**config.mk**
```make
export PLATFORM = sky130hd
export DESIGN_NAME = storage_ecc_protection
export DESIGN_NICKNAME = d
export VERILOG_FILES = /design/src/logic/storage_ecc_pkg.sv /design/src/logic/hamming_codec.sv /design/src/logic/storage_ecc_protection.sv
export SDC_FILE = /design/constraint.sdc
export NUM_CORES = 1
export LEC_CHECK = 0
export BUFFER_PORTS_ARGS = -buffer_cell sky130_fd_sc_hd__buf_2
export CORE_AREA = 2 2 222 333
export CTS_CLUSTER_SIZE = 24
export DETAILED_ROUTE_END_ITERATION = 6
export DIE_AREA = 0 0 224 335
export PLACE_DENSITY = 0.62
export SYNTH_ARGS = -nofsm -noshare
export SYNTH_HDL_FRONTEND = slang
export SYNTH_SLANG_ARGS = --single-unit
```
**constraint.sdc**
```tcl
create_clock -name sys_clk -period 4.4 [get_ports sys_clk]
set_input_delay 0.22 -clock sys_clk [delete_from_list [all_inputs] [get_ports sys_clk]]
set_output_delay 0.22 -clock sys_clk [all_outputs]
set_load 0.05 [all_outputs]
```
**src/logic/storage_ecc_pkg.sv**
```systemverilog
// What this block does
// - normal storage corrects single, detects double errors
// - selected arrays only detect, never correct
// - system storage codes cover data and address
// - peripheral storage codes cover data only
// - all-zeros or all-ones word is illegal on data-only coded arrays
// - nonvolatile array accepts all-ones erased word
// - data-only coverage reports all-x as uncorrectable
// - address coverage gives all-x no dedicated check
// - every single and double error reaches collector
// - graphics correction mode sacrifices capacity for check bits
// - processor caches carry no code at all
package storage_ecc_pkg;

    localparam int DATA_W = 32;
    localparam int INDEX_W = 4;
    localparam int DEPTH = 16;
    // graphics array words left usable once check bits take their share
    localparam logic [INDEX_W-1:0] GFX_ECC_LIMIT = 4'hE;
    localparam int ADDR_COVER_W = 8;
    localparam int PAYLOAD_W = DATA_W + ADDR_COVER_W;
    localparam int HAM_W = 6;
    localparam int CHECK_W = HAM_W + 1;
    localparam int HAM_SPAN = 64;
    localparam logic [CHECK_W-1:0] CHECK_RESET = 7'h00;
    localparam logic [DATA_W-1:0] DATA_RESET = 32'h00000000;

    typedef enum logic [2:0] {
        KIND_SYSTEM,
        KIND_PERIPHERAL,
        KIND_DETECT,
        KIND_CACHE,
        KIND_GRAPHICS,
        KIND_NONVOLATILE
    } mem_kind_type;

    typedef struct packed {
        logic valid;
        logic write;
        logic raw;
        logic [INDEX_W-1:0] index;
        logic [DATA_W-1:0] wdata;
        logic [CHECK_W-1:0] raw_check;
    } req_type;

    typedef struct packed {
        logic valid;
        logic was_write;
        logic range_err;
        logic corrected;
        logic uncorrectable;
        logic [DATA_W-1:0] rdata;
        logic [CHECK_W-1:0] rcheck;
    } rsp_type;

    typedef struct packed {
        logic correctable;
        logic uncorrectable;
    } fault_type;

endpackage

```
**src/logic/hamming_codec.sv**
```systemverilog
`timescale 1ns/1ps
`default_nettype none
module hamming_codec (
    input wire logic [storage_ecc_pkg::PAYLOAD_W-1:0] payload,
    input wire logic [storage_ecc_pkg::CHECK_W-1:0] check_in,
    output logic [storage_ecc_pkg::CHECK_W-1:0] check_out,
    output logic single_err,
    output logic double_err,
    output logic [storage_ecc_pkg::PAYLOAD_W-1:0] fixed
);
    import storage_ecc_pkg::*;

    // code position of payload bit i, skipping the power-of-two slots
    function automatic int bit_pos(input int i);
        int count;
        int found;
        count = 0;
        found = 0;
        for (int p = 3; p < HAM_SPAN; p++) begin
            if ((p & (p - 1)) != 0) begin
                if (count == i && found == 0) begin
                    found = p;
                end
                count = count + 1;
            end
        end
        return found;
    endfunction

    function automatic logic [PAYLOAD_W-1:0] cover_mask(input int k);
        logic [PAYLOAD_W-1:0] m;
        m = '0;
        for (int i = 0; i < PAYLOAD_W; i++) begin
            m[i] = ((bit_pos(i) >> k) & 1) != 0;
        end
        return m;
    endfunction

    logic [HAM_W-1:0] ham_bits;
    logic [HAM_W-1:0] syndrome;
    logic overall_err;

    genvar k;
    genvar i;
    generate
        for (k = 0; k < HAM_W; k++) begin : g_check
            assign ham_bits[k] = ^(payload & cover_mask(k));
        end
        for (i = 0; i < PAYLOAD_W; i++) begin : g_fix
            localparam logic [HAM_W-1:0] POS = HAM_W'(bit_pos(i));
            assign fixed[i] = payload[i] ^ (single_err && syndrome == POS);
        end
    endgenerate

    assign check_out = {^{payload, ham_bits}, ham_bits};
    assign syndrome = ham_bits ^ check_in[HAM_W-1:0];
    assign overall_err = ^{payload, check_in};
    assign single_err = overall_err;
    assign double_err = !overall_err && syndrome != '0;
endmodule
`default_nettype wire

```
**src/logic/storage_ecc_protection.sv**
```systemverilog
`timescale 1ns/1ps
`default_nettype none
module storage_ecc_protection (
    input wire logic sys_clk,
    input wire logic rst_b,
    input wire storage_ecc_pkg::mem_kind_type kind,
    input wire logic gfx_correct_en,
    input wire storage_ecc_pkg::req_type req,
    output storage_ecc_pkg::rsp_type rsp,
    output storage_ecc_pkg::fault_type fault
);
    import storage_ecc_pkg::*;

    logic [DATA_W-1:0] mem_data_q [DEPTH];
    logic [CHECK_W-1:0] mem_check_q [DEPTH];
    rsp_type rsp_q;
    rsp_type rsp_d;
    fault_type fault_q;
    fault_type fault_d;

    // kind decoding
    wire gfx_coded = kind == KIND_GRAPHICS && gfx_correct_en;
    // caches and uncoded graphics neither generate nor check a code
    wire code_on = !(kind == KIND_CACHE) && !(kind == KIND_GRAPHICS && !gfx_correct_en);
    wire correct_on = code_on && kind != KIND_DETECT;
    wire addr_cover = kind == KIND_SYSTEM;
    wire erased_ok = kind == KIND_NONVOLATILE;
    // check bits occupy the top of the graphics array when coding is on
    wire in_range = !(gfx_coded && req.index >= GFX_ECC_LIMIT);

    // encode path
    wire [ADDR_COVER_W-1:0] addr_field = addr_cover ? ADDR_COVER_W'(req.index) : '0;
    wire [PAYLOAD_W-1:0] wr_payload = {addr_field, req.wdata};
    logic [CHECK_W-1:0] wr_check_gen;
    wire [CHECK_W-1:0] wr_check = req.raw ? req.raw_check
                                  : (code_on ? wr_check_gen : CHECK_RESET);
    wire do_write = req.valid && req.write && in_range;

    hamming_codec enc (
        .payload(wr_payload),
        .check_in(CHECK_RESET),
        .check_out(wr_check_gen),
        .single_err(),
        .double_err(),
        .fixed()
    );

    // decode path, same index as the request
    wire [DATA_W-1:0] rd_word = mem_data_q[req.index];
    wire [CHECK_W-1:0] rd_check = mem_check_q[req.index];
    wire [PAYLOAD_W-1:0] rd_payload = {addr_field, rd_word};
    logic [PAYLOAD_W-1:0] rd_fixed;
    logic rd_single;
    logic rd_double;

    hamming_codec dec (
        .payload(rd_payload),
        .check_in(rd_check),
        .check_out(),
        .single_err(rd_single),
        .double_err(rd_double),
        .fixed(rd_fixed)
    );

    // all-x words: data and check bits together
    wire all_zero = {rd_word, rd_check} == '0;
    wire all_one = &{rd_word, rd_check};
    // with address coverage all-x content only meets the syndrome
    wire erased = erased_ok && all_one;
    wire allx_bad = code_on && !addr_cover && !erased && (all_zero || all_one);
    wire raw_err = code_on && !erased && (rd_single || rd_double);

    wire rd_uncorr = allx_bad || (raw_err && (!correct_on || rd_double));
    wire rd_corr = !allx_bad && raw_err && correct_on && rd_single;
    wire do_read = req.valid && !req.write;
    wire rd_good = do_read && in_range;

    always_comb begin
        rsp_d = '0;
        rsp_d.valid = req.valid;
        rsp_d.was_write = req.write;
        rsp_d.range_err = req.valid && !in_range;
        if (rd_good) begin
            rsp_d.corrected = rd_corr;
            rsp_d.uncorrectable = rd_uncorr;
            // corrected word goes back with the flag
            rsp_d.rdata = rd_corr ? rd_fixed[DATA_W-1:0] : rd_word;
            rsp_d.rcheck = rd_check;
        end
    end

    always_comb begin
        fault_d = '0;
        fault_d.correctable = rd_good && rd_corr;
        fault_d.uncorrectable = rd_good && rd_uncorr;
    end

    genvar w;
    generate
        for (w = 0; w < DEPTH; w++) begin : g_word
            always_ff @(posedge sys_clk or negedge rst_b) begin
                if (!rst_b) begin
                    mem_data_q[w] <= DATA_RESET;
                    mem_check_q[w] <= CHECK_RESET;
                end else if (do_write && req.index == INDEX_W'(w)) begin
                    mem_data_q[w] <= req.wdata;
                    mem_check_q[w] <= wr_check;
                end
            end
        end
    endgenerate

    always_ff @(posedge sys_clk or negedge rst_b) begin
        if (!rst_b) begin
            rsp_q <= '0;
            fault_q <= '0;
        end else begin
            rsp_q <= rsp_d;
            fault_q <= fault_d;
        end
    end

    assign rsp = rsp_q;
    assign fault = fault_q;
endmodule
`default_nettype wire

```
==> metrics.md <==
| Metric | Value |
|---|---|
| Status | `finished, final reports clean` |
| CP arrival | `4.67 ns` |
| Die width | `about 220 microns` |
| Row count | `about 120` |
| Worst-skew pair later-pin latency | `~0.62 ns` |
| Worst slew pin tran | `around 1.2 ns` |
| Leakage power | `about 17 nW` |
| Initial antenna violation count | `14` |
| Syn Nets | `2339` |
| Post-DP HPWL | `~58 mm` |
| Share of cells above drive strength 1 | `between 40% and 50%` |
| Fin. Hold Viols | `0` |
| Yosys top cell by area | `dfrtp_1` |
| Max Freq | `approximately 0.24 GHz` |
| IO Port Bufs | `97` |
| First-pass GRT wire length | `135 mm` |
| RSZ-0062 raised after global routing | `no` |
| Synthesized instance count | `2249` |
| Gr ovfl total | `0` |
| Synth Register Bits | `668` |
| WL final | `88.8 mm` |
| Hold EP | `fault[0]` |
| Synth unique cells | `56` |
| Slew HR | `22.1%` |
| Max Cap Viol | `0` |
| Worst R2R Path Depth | `13` |
| Chip Height | `335 microns` |
| Post-Syn Area per Cell | `about 14 sq um` |
| Cell family with most CP delay | `multiplexers` |
| Vias in the first global route | `about 21000` |
| Final std cells w/o fill | `approximately 3400` |
| Register clock-pin slew on the reported worst setup and hold paths | `~0.06 ns` |
| Util after Layout | `51.2%` |
| I/O pins | `98` |
| CP max FO | `8` |
| CTS sink cnt | `668` |
| Final TNS setup | `0 ns` |
| Layout Area Growth over Synthesis | `15.2%` |
| Vias | `19400` |
| Hold Path Class | `in -> reg` |
| Hold path startpoint | `kind[1]` |
| RR Startpoint | `mem_data_q[441]` |
| Synth Cell Area | `32100 sq um` |
| Slew Limit Fails | `0` |
| Int Pwr | `16.2 mW` |
| Number of synthesized flops with an enable pin | `0` |
| CTS tree | `built` |
| Worst slack at placement | `-0.110 ns` |
| WHS Path Cells | `3` |
| Die area | `75000 sq um` |
| Reg2reg end | `rsp[13]` |
| DR DRC count | `0` |
| Placer Congestion | `0.897` |
| H-tree Lvls | `3` |
| CP startpoint | `mem_data_q[441]` |
| Slowest cell delay on critical path | `0.59 ns` |
| CTS buffer count | `66` |
| Skew final | `0.0344 ns` |
| Startpoint types | `flop` |
| Critical-path cell with the highest stage delay | `mux4_2` |
| Bufs and invs on worst path | `1` |
| Ys flop type | `dfrtp_1` |
| Final WS setup | `0.252 ns` |
| Clock period minus worst slack | `slightly above 4 ns` |
| # nets final | `2477` |
| Sequential share of power | `33.5%` |
| # Post-CTS Setup Buffers | `0` |
| Starting Density | `44.4%` |
| Post-synth ARST share | `100%` |
| Worst R2R Setup Slack | `0.25 ns` |
| Synth Warn # | `0` |
| WP data required | `4.92 ns` |
| DR pass1 iterations | `5` |
| Design area | `37000 sq um` |
| Core footprint | `72200 sq um` |
| Final setup vio count | `0` |
| Fillers | `between 6000 and 7000` |
| Pin count of the biggest net entering global routing | `roughly 170` |
| CTS resizes | `0` |
| Final worst-path cycle share | `a little over nine tenths` |
| Critical path endpoint category | `flop` |
| Peak supply drop | `0.775 mV` |
| Power per cell area | `approximately 650 nW/um^2` |
| Clock Tree Buf Depth | `3` |
| DP Area | `approximately 35000 sq um` |
| Clock power frac | `around a quarter` |
| Largest cells by area after synthesis | `dfrtp_1 52%, mux2_2 18%, mux4_2 12%` |
| Root buf cell | `clkbuf_16` |
| Antenna Nets Post-Route | `0` |
| Worst path cell trace | `mux4_2 -> mux4_2 -> ha_1 -> xor2_1 -> xnor2_1 -> buf_4 -> xor2_1 -> xnor3_1 -> nand2b_1 -> nor4_4 -> nand2_2 -> or3_1 -> a21oi_1` |
| Total Routing Usage GR | `approximately 24%` |
| Switching Fraction | `32.8%` |
| P_sw | `7.92 mW` |
| Iter 0 DRT Violations | `1440` |
| Inst Count DP | `3238` |
| Synth top area share | `52.1%` |
| Vias per inst | `5.78` |
| Setup CP Type | `reg -> reg` |
| Sequential share of the synthesized area | `52.1%` |
| Combinational Power Share | `40.7%` |
| Wirelength per Cell | `26.4 microns` |
worst max-delay path by stage:
stage	end	slack, ns	depth (start not counted)
floorplan	rsp[32]	-0.36	20
finish	rsp[13]	0.25	13
global route	rsp[30]	0.07	13
detailed placement	rsp[32]	-0.11	15
global placement	rsp[26]	-0.09	15
CTS	rsp[13]	0.29	13
registers in the layout, indices dropped and copies added (netlist names):
name,flops
fault,2
mem_check_q,112
rsp,42
mem_data_q,512
tightest hold or removal path, stage by stage:
cell    delay (ns)
buf_2         0.17
and3_1        0.20
nor4_1        0.06
cell type report:
type                    count  area (sq um)  area share, %
flip-flops and latches    668         16700           45.2
diodes                      1          2.50        0.00677
clock inverters            26           470           1.27
multi-input cells        1349         14400           38.9
repair buffers            261          2180           5.89
inverters                  41           154          0.416
clock buffers              91          1920           5.19
well taps                 922          1150           3.12
cell usage after synthesis, types with 3 or more instances:
cell type,number
buf_1,6
mux2_2,513
nand2b_1,4
nand4_1,16
a21oi_1,68
nand3_1,3
nor2b_1,4
nor3_1,7
xnor3_1,10
nand2_1,95
nand4b_1,14
mux4_2,173
nor2_1,100
buf_12,7
a22oi_1,35
ha_1,38
buf_2,29
dfrtp_1,668
a22o_1,9
clkbuf_1,136
buf_8,3
nor4_1,5
o21ai_0,65
buf_4,8
or3_1,13
xnor2_1,109
inv_1,39
xor2_1,28
xnor2_2,5
stage by stage:
step                power (mW)  hold WS, ns
floorplan                 14.7      -0.0756
global placement          17.7        0.229
detailed placement        18.0        0.236
CTS                       24.3       0.0374
global route              25.3       0.0846
finish                    24.1       0.0711
timing repair:
| action | in CTS | in global routing |
|---|---|---|
| hold endpoints to repair | 64 | 0 |
| hold buffers | 3 | 0 |
| endpoints found under the setup margin | 0 | 0 |
kinds of logic after synthesis:
family / count (synthesis) / synth area share (%)
adders and majority gates: 38 / 1.48
DFF: 668 / 52.1
muxes: 689 / 30.3
xor gates and xnor gates: 158 / 5.14
and+or+nand+nor: 279 / 4.18
AOI/OAI and AO/OA: 185 / 3.41
buffers and inverters: 232 / 3.43
power groups by stage:
stage / sequential, mW / clock, mW / combinational, mW
after CTS: 8.07 / 6.36 / 9.85
final: 8.07 / 6.22 / 9.82
after global routing: 8.21 / 6.59 / 10.5
after detailed placement: 8.18 / 0 / 9.81
after global placement: 8.08 / 0 / 9.59
after floorplan: 8.13 / 0 / 6.61
placed cells by master, fill, tap and decap left out, drive strengths merged, types with 13 or more instances in the layout:
cell    count
nand4b     14
or3        13
nor2      102
xor2       29
nand2      97
ha         38
a21oi      68
inv        45
mux4      173
nand4      16
dfrtp     668
a22oi      37
mux2      513
buf       258
clkbuf     91
o21ai      67
xnor2     116
routing by layer:
layer	global-route usage, %	vias up	part of all wire, %
met5	0	-	0.16
met4	12.2	22	5.1
met3	4.62	202	5.8
met2	41.0	573	49
met1	30.0	10200	39
li1	-	8381	-
(Power assumes the default switching activity.)
